===== config.mk =====
export PLATFORM = sky130hd
export DESIGN_NAME = eqcb_bank
export DESIGN_NICKNAME = d
export VERILOG_FILES = /design/src/eqcb_pkg.sv /design/src/eqcb_bank.sv
export SDC_FILE = /design/constraint.sdc
export NUM_CORES = 1
export LEC_CHECK = 0
export BUFFER_PORTS_ARGS = -buffer_cell sky130_fd_sc_hd__buf_2
export CELL_PAD_IN_SITES_DETAIL_PLACEMENT = 2
export CELL_PAD_IN_SITES_GLOBAL_PLACEMENT = 2
export CORE_MARGIN = 1.5
export CORE_UTILIZATION = 32
export CTS_CLUSTER_DIAMETER = 30
export DETAILED_ROUTE_END_ITERATION = 10
export MAX_ROUTING_LAYER = met4
export PLACE_DENSITY = 0.84
export SYNTH_ARGS = -nofsm -noshare
export SYNTH_HDL_FRONTEND = slang
export SYNTH_SLANG_ARGS = --single-unit

===== constraint.sdc =====
create_clock -name clk_i -period 5.94 [get_ports clk_i]
set_input_delay 0.297 -clock clk_i [delete_from_list [all_inputs] [get_ports clk_i]]
set_output_delay 0.297 -clock clk_i [all_outputs]
set_load 0.005 [all_outputs]

===== src/eqcb_pkg.sv =====
// Package: register map, field layout and reset values of the channel A equalizer coefficient bank
package eqcb_pkg;
  // ==========================================================
  // Register indices (word offsets; byte address = 4 * index)
  localparam logic [11:0] IDX_TAP0 = 12'h418;
  localparam logic [11:0] IDX_TAP1 = 12'h41A;
  localparam logic [11:0] IDX_TAP2 = 12'h41C;
  localparam logic [11:0] IDX_TAP3 = 12'h41E;
  localparam logic [11:0] IDX_CENTER = 12'h420;
  localparam logic [11:0] IDX_TAP5 = 12'h423;
  localparam logic [11:0] IDX_CFG = 12'h400;
  localparam logic [11:0] IDX_CTRL = 12'h401;
  // ==========================================================
  // Field widths and positions
  localparam int SIDE_W = 12;
  localparam int SIDE_REG_W = 16;
  localparam int CENTER_W = 18;
  localparam int CENTER_REG_W = 24;
  localparam int NUM_SIDE = 5;
  localparam int CFG_MODE_LSB = 0;
  localparam int CFG_SCW_LSB = 2;
  localparam int CFG_MERGE_BIT = 5;
  localparam int CFG_SHARE_BIT = 6;
  localparam int CTRL_LINK_BIT = 0;
  localparam int CTRL_FLAG_BIT = 1;
  localparam logic [2:0] SCW_MAX = 3'h6;
  // ==========================================================
  // Reset values
  localparam logic [15:0] SIDE_RESET = 16'h0000;
  localparam logic [23:0] CENTER_RESET = 24'h000000;
  localparam logic [7:0] CFG_RESET = 8'h00;
endpackage : eqcb_pkg


===== src/eqcb_bank.sv =====
// Module: channel A equalizer coefficient bank, taps one to six, with Wishbone slave
`timescale 1ns/1ps
`default_nettype none

// Notes on behaviour
// [RL1] Side taps hold a signed 12-bit value in bits 11:0, bits 15:12 reserved.
// [RL2] Register n drives tap n+1 of channel A, or of the merged filter when merging.
// [RL3] The fifth coefficient is the centre tap, signed 18 bits in 17:0, bits 23:18 reserved.
// [RL4] Readback of any coefficient shows its top coefficient bit as zero, other bits as stored.
// [RL5] Taps sit at 0x418, 0x41A, 0x41C, 0x41E, 0x420, 0x423 and reset to zero.
// [RL6] With sharing set, channel B uses the channel A coefficients, else its own set.
// [RL7] Side-tap LSB weight is two to the (side weight minus sixteen), weight 0 to 6.
// [RL8] Software changes coefficients and configuration only while the serial link is off.
// [RL9] Software sets the merge control whenever the converter runs single channel.
module eqcb_bank #(
  parameter int ADDR_W = 14
) (
  // Clock and reset
  input wire logic clk_i,
  input wire logic rst_i,
  // Wishbone slave
  input wire logic [ADDR_W-1:0] wb_adr_i,
  input wire logic [31:0] wb_dat_i,
  input wire logic [3:0] wb_sel_i,
  input wire logic wb_we_i,
  input wire logic wb_cyc_i,
  input wire logic wb_stb_i,
  output logic [31:0] wb_dat_o,
  output logic wb_ack_o,
  output logic wb_err_o,
  // Channel B own coefficient set (from the channel B bank)
  input wire logic [eqcb_pkg::SIDE_W*eqcb_pkg::NUM_SIDE-1:0] chb_side_i,
  input wire logic [eqcb_pkg::CENTER_W-1:0] chb_center_i,
  // Coefficients to the filter datapath
  output logic [eqcb_pkg::SIDE_W*eqcb_pkg::NUM_SIDE-1:0] cha_side_o,
  output logic [eqcb_pkg::CENTER_W-1:0] cha_center_o,
  output logic [eqcb_pkg::SIDE_W*eqcb_pkg::NUM_SIDE-1:0] chb_side_o,
  output logic [eqcb_pkg::CENTER_W-1:0] chb_center_o,
  // Filter configuration to the datapath
  output logic [1:0] filter_mode_o,
  output logic [2:0] side_coef_weight_o,
  output logic filter_merge_o,
  output logic coef_share_b_with_a_o,
  output logic serial_link_enable_o,
  output logic cfg_write_while_link_o
);

  // ==========================================================
  // Elaboration checks
  // The decode reads address bits 13:2, so a narrower bus cannot reach the bank
  if (ADDR_W < 14) begin : g_addr_w_check
    $error("eqcb_bank: ADDR_W must be at least 14");
  end
  // Coefficients must fit the register words that hold them
  if (eqcb_pkg::SIDE_W > eqcb_pkg::SIDE_REG_W
      || eqcb_pkg::CENTER_W > eqcb_pkg::CENTER_REG_W) begin : g_field_check
    $error("eqcb_bank: coefficient wider than its register word");
  end

  // ==========================================================
  // Storage
  // Reserved bits are stored and read back as written; only the top coefficient bit is hidden
  logic [eqcb_pkg::SIDE_REG_W-1:0] side_q [eqcb_pkg::NUM_SIDE];
  logic [eqcb_pkg::CENTER_REG_W-1:0] center_q;
  logic [7:0] cfg_q;
  logic link_en_q;
  logic write_in_link_q;
  logic ack_q;
  logic err_q;
  logic [31:0] rdata_q;

  // ==========================================================
  // Decode
  logic [11:0] idx;
  logic req;
  logic hit_any;
  logic [2:0] side_sel;
  logic side_hit;

  // Map a register index to its side-tap slot; slot NUM_SIDE means none
  function automatic logic [2:0] side_slot(input logic [11:0] i);
    case (i)
      eqcb_pkg::IDX_TAP0: side_slot = 3'h0;
      eqcb_pkg::IDX_TAP1: side_slot = 3'h1;
      eqcb_pkg::IDX_TAP2: side_slot = 3'h2;
      eqcb_pkg::IDX_TAP3: side_slot = 3'h3;
      eqcb_pkg::IDX_TAP5: side_slot = 3'h4;
      default: side_slot = 3'h5;
    endcase
  endfunction : side_slot

  // Merge byte lanes of a write into an old value
  function automatic logic [31:0] lane_merge(input logic [31:0] old, input logic [31:0] nw, input logic [3:0] sel);
    lane_merge = old;
    for (int b = 0; b < 4; b++) begin
      if (sel[b]) begin
        lane_merge[b*8 +: 8] = nw[b*8 +: 8];
      end
    end
  endfunction : lane_merge

  // Readback view of a stored word: the coefficient's top bit reads as zero
  function automatic logic [31:0] read_view(input logic [31:0] word, input int msb);
    read_view = word;
    read_view[msb] = 1'b0;
  endfunction : read_view

  // Word address is the index; low two byte bits are ignored
  assign idx = wb_adr_i[13:2];
  assign req = wb_cyc_i && wb_stb_i && !ack_q && !err_q;
  assign side_sel = side_slot(idx);
  assign side_hit = (side_sel != 3'h5);
  assign hit_any = side_hit || (idx == eqcb_pkg::IDX_CENTER) || (idx == eqcb_pkg::IDX_CFG)
                   || (idx == eqcb_pkg::IDX_CTRL);

  // ==========================================================
  // Side-tap registers
  // [RL1] 16-bit word, coefficient in 11:0
  // [RL5] reset to zero
  always_ff @(posedge clk_i) begin
    if (rst_i) begin
      for (int k = 0; k < eqcb_pkg::NUM_SIDE; k++) begin
        side_q[k] <= eqcb_pkg::SIDE_RESET;
      end
    end else if (req && wb_we_i && side_hit) begin
      side_q[side_sel] <= 16'(lane_merge({16'h0000, side_q[side_sel]}, wb_dat_i, wb_sel_i));
    end
  end

  // Centre tap register
  // [RL3] 24-bit word, coefficient in 17:0
  always_ff @(posedge clk_i) begin
    if (rst_i) begin
      center_q <= eqcb_pkg::CENTER_RESET;
    end else if (req && wb_we_i && idx == eqcb_pkg::IDX_CENTER) begin
      center_q <= 24'(lane_merge({8'h00, center_q}, wb_dat_i, wb_sel_i));
    end
  end

  // Configuration and link control
  always_ff @(posedge clk_i) begin
    if (rst_i) begin
      cfg_q <= eqcb_pkg::CFG_RESET;
      link_en_q <= 1'b0;
    end else if (req && wb_we_i && wb_sel_i[0]) begin
      if (idx == eqcb_pkg::IDX_CFG) begin
        cfg_q <= wb_dat_i[7:0];
      end
      if (idx == eqcb_pkg::IDX_CTRL) begin
        link_en_q <= wb_dat_i[eqcb_pkg::CTRL_LINK_BIT];
      end
    end
  end

  // Sticky flag: a filter write made while the link ran; cleared by writing one to its control bit
  // Set is tested first, so a misuse in the same cycle as a clear is never lost
  // [RL8] link off while changing; flag exposes misuse
  always_ff @(posedge clk_i) begin
    if (rst_i) begin
      write_in_link_q <= 1'b0;
    end else if (req && wb_we_i && link_en_q && (side_hit || idx == eqcb_pkg::IDX_CENTER
                 || idx == eqcb_pkg::IDX_CFG)) begin
      write_in_link_q <= 1'b1;
    end else if (req && wb_we_i && wb_sel_i[0] && idx == eqcb_pkg::IDX_CTRL
                 && wb_dat_i[eqcb_pkg::CTRL_FLAG_BIT]) begin
      write_in_link_q <= 1'b0;
    end
  end

  // ==========================================================
  // Bus answer: one wait state, ack or err for one cycle
  // The ack cycle blocks a retake, so a held request is answered once
  always_ff @(posedge clk_i) begin
    if (rst_i) begin
      ack_q <= 1'b0;
      err_q <= 1'b0;
      rdata_q <= 32'h00000000;
    end else begin
      ack_q <= req && hit_any;
      err_q <= req && !hit_any;
      rdata_q <= 32'h00000000;
      if (req && !wb_we_i) begin
        // [RL4] top coefficient bit reads as zero
        if (side_hit) begin
          rdata_q <= read_view({16'h0000, side_q[side_sel]}, eqcb_pkg::SIDE_W - 1);
        end else if (idx == eqcb_pkg::IDX_CENTER) begin
          rdata_q <= read_view({8'h00, center_q}, eqcb_pkg::CENTER_W - 1);
        end else if (idx == eqcb_pkg::IDX_CFG) begin
          rdata_q <= {24'h000000, cfg_q};
        end else if (idx == eqcb_pkg::IDX_CTRL) begin
          rdata_q <= {30'h00000000, write_in_link_q, link_en_q};
        end
      end
    end
  end

  assign wb_ack_o = ack_q;
  assign wb_err_o = err_q;
  assign wb_dat_o = rdata_q;

  // ==========================================================
  // Coefficient routing to the filter datapath
  // The filter always sees the stored top bit; only the readback hides it
  // [RL2] register n feeds tap n+1; merged filter uses the same words
  always_comb begin
    for (int k = 0; k < eqcb_pkg::NUM_SIDE; k++) begin
      cha_side_o[k*eqcb_pkg::SIDE_W +: eqcb_pkg::SIDE_W] = side_q[k][eqcb_pkg::SIDE_W-1:0];
    end
  end
  assign cha_center_o = center_q[eqcb_pkg::CENTER_W-1:0];

  // Plain mux, no pipeline: channel B follows a sharing change at once
  // [RL6] channel B borrows channel A set when sharing
  assign chb_side_o = cfg_q[eqcb_pkg::CFG_SHARE_BIT] ? cha_side_o : chb_side_i;
  assign chb_center_o = cfg_q[eqcb_pkg::CFG_SHARE_BIT] ? cha_center_o : chb_center_i;

  // [RL7] side weight clamped to 0..6, datapath scales LSB by 2^(w-16)
  assign side_coef_weight_o = (cfg_q[eqcb_pkg::CFG_SCW_LSB +: 3] > eqcb_pkg::SCW_MAX)
                              ? eqcb_pkg::SCW_MAX : cfg_q[eqcb_pkg::CFG_SCW_LSB +: 3];
  assign filter_mode_o = cfg_q[eqcb_pkg::CFG_MODE_LSB +: 2];
  // [RL9] merge is software's to set in single channel mode
  assign filter_merge_o = cfg_q[eqcb_pkg::CFG_MERGE_BIT];
  assign coef_share_b_with_a_o = cfg_q[eqcb_pkg::CFG_SHARE_BIT];
  assign serial_link_enable_o = link_en_q;
  assign cfg_write_while_link_o = write_in_link_q;

endmodule : eqcb_bank
`default_nettype wire


==> results.json, run 1 <==
{
  "finalSetupViolations": 0,
  "crit_type": "reg -> reg",
  "synth_ff_type": "edfxtp_1",
  "wl_per_cell_um": 21.8,
  "total_power_mw": 2.50,
  "end_kind": "flip-flop",
  "final_nets": 1144,
  "grt.busiest_layer": "met2",
  "cp_max_fo": 16,
  "fin_tns_setup_ns": 0,
  "grt_usage": 0.211,
  "rows": 60,
  "dp_cells": 1333,
  "slowest_stage": "nor3b_2",
  "ios": 332,
  "cp_cell_sequence": "nor4b_2, and2b_1, nor3b_2, nand2_1, nand2b_1",
  "grt_overflow": 0,
  "grt_pass1_vias": 7339,
  "drt_iter0_drc": 272,
  "place_congestion": 0.775,
  "clockPowerShare": 0.421,
  "ir_drop_mv": 0.202,
  "holdBufCountCts": 0,
  "dieArea_um2": 28300,
  "cts_max_level": 4,
  "final_cells": 1367,
  "clk_latency_ns": 0.43,
  "status": "complete, no violations",
  "yosysSeqAreaShare": 0.465,
  "grtUsageMet1": 0.251,
  "grt_pass1_wl_um": 44000,
  "synth_warnings": 0,
  "regToRegSetupSlack_ns": 2.31,
  "whs_endpoint": "center_q[16]",
  "rsz0062_at_grt": "no",
  "maxSlewViolCount": 0,
  "worstRegToRegCells": 5,
  "fin_util": 0.394,
  "chipHeight_um": 168,
  "final.period_utilization": 0.612,
  "slowest_delay_ns": 0.81,
  "reg2reg_to": "side_q[0][15]",
  "postCtsSetupBuffers": 0,
  "fmax_mhz": 275,
  "grt_start_max_net_pins": 59,
  "mappedNetlistArea_um2": 8730,
  "synth.avg_cell_area_um2": 11.2,
  "period_needed_ns": 3.63,
  "startpoint": "wb_ack_o",
  "syn_inst": 782,
  "use_met2": 0.363,
  "antenna_found_initial": 2,
  "rr_startpoint": "wb_ack_o",
  "power_frac_comb": 0.104,
  "wl_um": 29800,
  "dpl_cell_area_um2": 10000,
  "drive_gt1_frac": 0.463,
  "clkSinkCount": 155,
  "cp-start-kind": "flip-flop",
  "worstHoldPathCells": 3,
  "num_vias": 6940,
  "post_drt_via_cell_ratio": 5.08,
  "synth.ff_latch_count": 155,
  "yosysUniqueCellTypes": 50,
  "relSlewSlack": 0.268,
  "drv_cap": 0,
  "firstDrtPassIters": 4,
  "cts_resized": 0,
  "clk_pin_slew_ns": 0.06,
  "hp-class": "in -> reg",
  "antenna_left": 0,
  "worst_slew_pin_slew_ns": 1.09,
  "drc": 0,
  "root_buffer": "clkbuf_16",
  "switchingPower_mw": 0.627,
  "cellLeakagePower_nw": 4.82,
  "met3_usage": 0.0364,
  "numCtsBuffers": 17,
  "intPower_mw": 1.87,
  "area_growth_pct": 21.3,
  "synthArstFlopShare": 0,
  "finClkSkew_ns": 0.0132,
  "synth_edf_count": 96,
  "crit_required_ns": 5.99,
  "min_from": "wb_dat_i[16]",
  "clock_path_buffers": 2,
  "coreArea_um2": 26900,
  "seq_power_share": 0.476,
  "start_util": 0.325,
  "postLayoutCellArea_um2": 10600,
  "io_buffers": 311,
  "powerDensity_nw_per_um2": 236,
  "fillers": 2906,
  "arrival_ns": 3.68,
  "hold_violations": 0,
  "hpwl_um": 22300,
  "cts_tree": "done",
  "sw_frac_of_total": 0.251,
  "chipWidth_um": 168
}
-- flip-flops by register name, summed over array words and instances (netlist names) --
| signal | cells |
|---|---|
| center_q | 24 |
| cfg_q | 8 |
| cfg_write_while_link_o | 1 |
| serial_link_enable_o | 1 |
| side_q | 96 |
| wb_ack_o | 1 |
| wb_dat_o | 23 |
| wb_err_o | 1 |
-- cells in the final DEF (no fill, tap or decap), types with 3 or more instances in the layout --
cell       synthesis  final
a211oi_1          16     16
clkinv_4           0      3
mux2i_1           76     76
nand3_2            4      4
clkbuf_16          0     19
o21ai_0           21     21
and3_1            23     23
a22o_1             9      9
a21oi_1           11     11
mux2_2           103    103
o22ai_1            5      5
a221oi_4           5      5
buf_4             90      7
inv_1             11     11
and2_1             7      7
conb_1             1     25
nand3_1            4      4
nand4_1            4      4
nand2_1           21     21
nor2b_1           25     25
dfxtp_1           59     58
nor2_1            95     95
nand2b_1           6      6
nor3_1            18     18
clkinv_2           0      3
buf_2             11    311
edfxtp_1          96     96
-- power by group through the flow --
stage / Combinational (mW) / Clock (mW) / Sequential (mW)
3_5_place_dp: 0.256 / 0 / 1.21
6_report: 0.259 / 1.05 / 1.19
2_1_floorplan: 0.152 / 0 / 1.20
3_3_place_gp: 0.245 / 0 / 1.21
4_1_cts: 0.260 / 1.07 / 1.19
5_1_grt: 0.280 / 1.11 / 1.19
-- cell families (layout without fill, tap and decap cells) --
logic type / Yosys count / count (layout) / share of synthesized area
buffers and inverters: 143 / 361 / 0.102
other: 1 / 27 / 0.000429
DFF: 155 / 155 / 0.465
and+or+nand+nor: 222 / 222 / 0.138
AOI/OAI and AO/OA: 82 / 82 / 0.0748
muxes: 179 / 179 / 0.220
-- worst max path at each step --
stage,cells after the start,endpoint
6_report,5,side_q[0][15]
5_1_grt,5,side_q[0][15]
4_1_cts,5,side_q[0][15]
3_5_place_dp,7,side_q[3][4]
3_3_place_gp,7,side_q[1][13]
2_1_floorplan,5,side_q[0][0]
-- cells in the mapped netlist (4+ instances only) --
cell	count	area share
nand2_1	21	0.0090
nand3_1	4	0.0023
nor2b_1	25	0.018
a21oi_1	11	0.0063
dfxtp_1	59	0.14
nor3_1	18	0.010
buf_2	11	0.0063
nand4_1	4	0.0029
mux2i_1	76	0.087
a22o_1	9	0.0090
mux2_2	103	0.13
nand3_2	4	0.0046
a221oi_4	5	0.015
o21ai_0	21	0.012
o22ai_1	5	0.0036
nand2b_1	6	0.0043
nor2_1	95	0.041
a211oi_1	16	0.014
edfxtp_1	96	0.33
clkbuf_1	26	0.011
inv_1	11	0.0047
buf_4	90	0.077
and3_1	23	0.016
and2_1	7	0.0050
buf_1	5	0.0021
-- stage by stage --
| stage | setup slack [ns] | hold slack [ns] |
|---|---|---|
| finish | 2.31 | 0.106 |
| global route | 2.01 | 0.109 |
| floorplan | 3.49 | 0.441 |
| global placement | 2.17 | 0.460 |
| detailed placement | 2.10 | 0.474 |
| CTS | 2.23 | 0.0932 |
-- layout make-up --
cell class	count	area, um2	share of cell area
Multi-Input combinational cell	508	3870	0.366
Tap cell	341	427	0.0403
Antenna cell	2	5.00	0.000473
Sequential cell	155	4070	0.384
Clock inverter	12	86.3	0.00815
Timing Repair Buffer	318	1610	0.152
Inverter	11	41.3	0.00390
Clock buffer	20	479	0.0453
-- per-layer routing --
layer,share of wire,vias up
li1,-,3170
met5,0,-
met2,0.51,244
met4,0.018,0
met1,0.42,3491
met3,0.056,35
-- worst max-delay path: cells and delay by family (launching register included) --
family	cells	cell delay (ns)
simple gates	5	2.93
flops	1	0.33
No activity file was read; power rests on OpenSTA's default activity.
==> run 2: changes to the inputs <==
Settings changed: CORE_UTILIZATION 32 to 27, PLACE_DENSITY 0.84 to 0.75.
Clock period 5.94 ns to 2.95 ns, I/O delays scaled along.
==> run 2 against run 1 <==
Register-to-register slack worse by 1.6 ns; critical path depth is 3 higher; non-clock buffer count is 34 higher; power is 100% higher; die area is 18% higher; sequential cell count stayed put; wire length is 0.83% higher; critical path type unchanged; critical endpoint is now side_q[0][6].
==> results.json, run 2 (synthesized netlist as in run 1, its figures left out) <==
{
  "regMostFlops": "side_q",
  "crit_buf_inv": 3,
  "crit_required_ns": 3.06,
  "root_buffer": "clkbuf_16",
  "drc": 0,
  "relSlewSlack": 0.196,
  "cp_cell_sequence": "nor4b_2, buf_4, and2b_1, nor3b_2, buf_4, nand2_1, nand2b_1, buf_4",
  "numCtsBuffers": 17,
  "grt_pass1_wl_um": 45100,
  "end_kind": "flip-flop",
  "hp-class": "in -> reg",
  "firstDrtPassIters": 4,
  "slowest_delay_ns": 0.33,
  "antenna_found_initial": 2,
  "maxSlewViolCount": 0,
  "fmax_mhz": 451,
  "wl_per_cell_um": 20.6,
  "crit_top_cell": "buf_4",
  "crit_type": "reg -> reg",
  "startpoint": "wb_ack_o",
  "multi_input_comb_area_um2": 3870,
  "final.period_utilization": 0.752,
  "mostFrequentLayoutCells": "311 x buf_2, 103 x mux2_2, 96 x edfxtp_1",
  "fillers": 3500,
  "final_common_cell": "buf_2",
  "ir_drop_mv": 0.397,
  "powerDensity_nw_per_um2": 465,
  "finClkSkew_ns": 0.0110,
  "num_vias": 6940,
  "antenna_left": 0,
  "coreArea_um2": 31700,
  "chipHeight_um": 183,
  "grt_usage": 0.184,
  "min_from": "wb_dat_i[3]",
  "rr_startpoint": "wb_ack_o",
  "drt_iter0_drc": 250,
  "arrival_ns": 2.33,
  "path_delay_family": "simple AND/OR/NAND/NOR gates",
  "rows": 65,
  "grt_start_max_net_pins": 48,
  "cp_max_fo": 15,
  "fin_tns_setup_ns": 0,
  "ios": 332,
  "chipWidth_um": 183,
  "drv_cap": 0,
  "start_util": 0.275,
  "clk_pin_slew_ns": 0.07,
  "post_drt_via_cell_ratio": 4.75,
  "slowest_stage": "dfxtp_1",
  "area_growth_pct": 25.7,
  "cts_tree": "done",
  "final_nets": 1178,
  "hpwl_um": 23400,
  "clk_latency_ns": 0.43,
  "cellLeakagePower_nw": 4.98,
  "io_buffers": 311,
  "seq_area_um2": 4070,
  "cts_max_level": 4,
  "clkSinkCount": 155,
  "status": "complete, no violations",
  "period_needed_ns": 2.22,
  "hold_violations": 0,
  "rsz0062_at_grt": "no",
  "largest_reg_flops": 96,
  "finalSetupViolations": 0,
  "wl_um": 30100,
  "worst_slew_pin_slew_ns": 1.20,
  "cts_resized": 0,
  "grt_pass1_vias": 7346,
  "postCtsSetupBuffers": 0,
  "dieArea_um2": 33400,
  "grt_overflow": 0,
  "clock_path_buffers": 2,
  "cp-start-kind": "flip-flop",
  "drive_gt1_frac": 0.470,
  "hold-worst-slack_ns": 0.0146,
  "place_congestion": 0.798
}
==> run 2: cell types whose count changed in the layout (fill, tap and decap cells not counted), sizes merged <==
| cell | before | now |
|---|---|---|
| clkbuf | 20 | 18 |
| clkinv | 6 | 3 |
| buf | 318 | 342 |
| clkinvlp | 2 | 5 |
| bufinv | 0 | 2 |
| dlygate4sd3 | 0 | 10 |
==> run 2: area by class of cell <==
type / instances / area share
Antenna cell: 2 / 0.000456
Clock buffer: 18 / 0.0391
Clock inverter: 14 / 0.0131
Inverter: 11 / 0.00376
Multi-Input combinational cell: 508 / 0.353
Sequential cell: 155 / 0.371
Tap cell: 402 / 0.0458
Timing Repair Buffer: 352 / 0.174
==> run 2: path summary, 6_finish.rpt <==
| kind | endpoint | slack [ns] | depth (start not counted) |
|---|---|---|---|
| worst max-delay path | side_q[0][6] | 0.73 | 8 |
| worst min-delay path | cfg_q[3] | 0.01 | 3 |
| worst max register to register | side_q[0][6] | 0.73 | 8 |
| worst min register to register | wb_dat_o[18] | 0.48 | 1 |
==> run 2: worst reg2reg max path, stage by stage (launching register included) <==
cell and delay, ns:
dfxtp_1 0.33, nor4b_2 0.26, buf_4 0.19, and2b_1 0.18, nor3b_2 0.23, buf_4 0.24, nand2_1 0.10, nand2b_1 0.11
buf_4 0.25
==> run 2: layer usage <==
layer  GRT usage  wire (um)
met1       0.224      13000
met2       0.320      15300
met3      0.0308       1440
met4      0.0423        289
met5           -          0
==> run 2: report_power, final <==
group,internal (mW),switching (mW),total (mW)
combinational,0.253,0.286,0.539
sequential,2.35,0.0377,2.39
clock,1.25,0.926,2.17
total,3.85,1.25,5.10
==> run 2: repair_timing <==
action                     CTS  global route
hold endpoints to repair    11             0
hold buffers                10             0
setup endpoints to repair    0             0
==> run 2: per-stage QoR <==
step	power [mW]	util	std cells	worst slack, ns	area [um2]
2_1_floorplan	2.73	-	806	0.604	8820
3_3_place_gp	2.95	0.325	1418	0.396	10300
3_5_place_dp	2.97	0.325	1418	0.354	10300
4_1_cts	5.16	0.346	1460	0.719	11000
5_1_grt	5.29	0.346	1462	0.567	11000
6_report	5.10	0.346	1462	0.732	11000
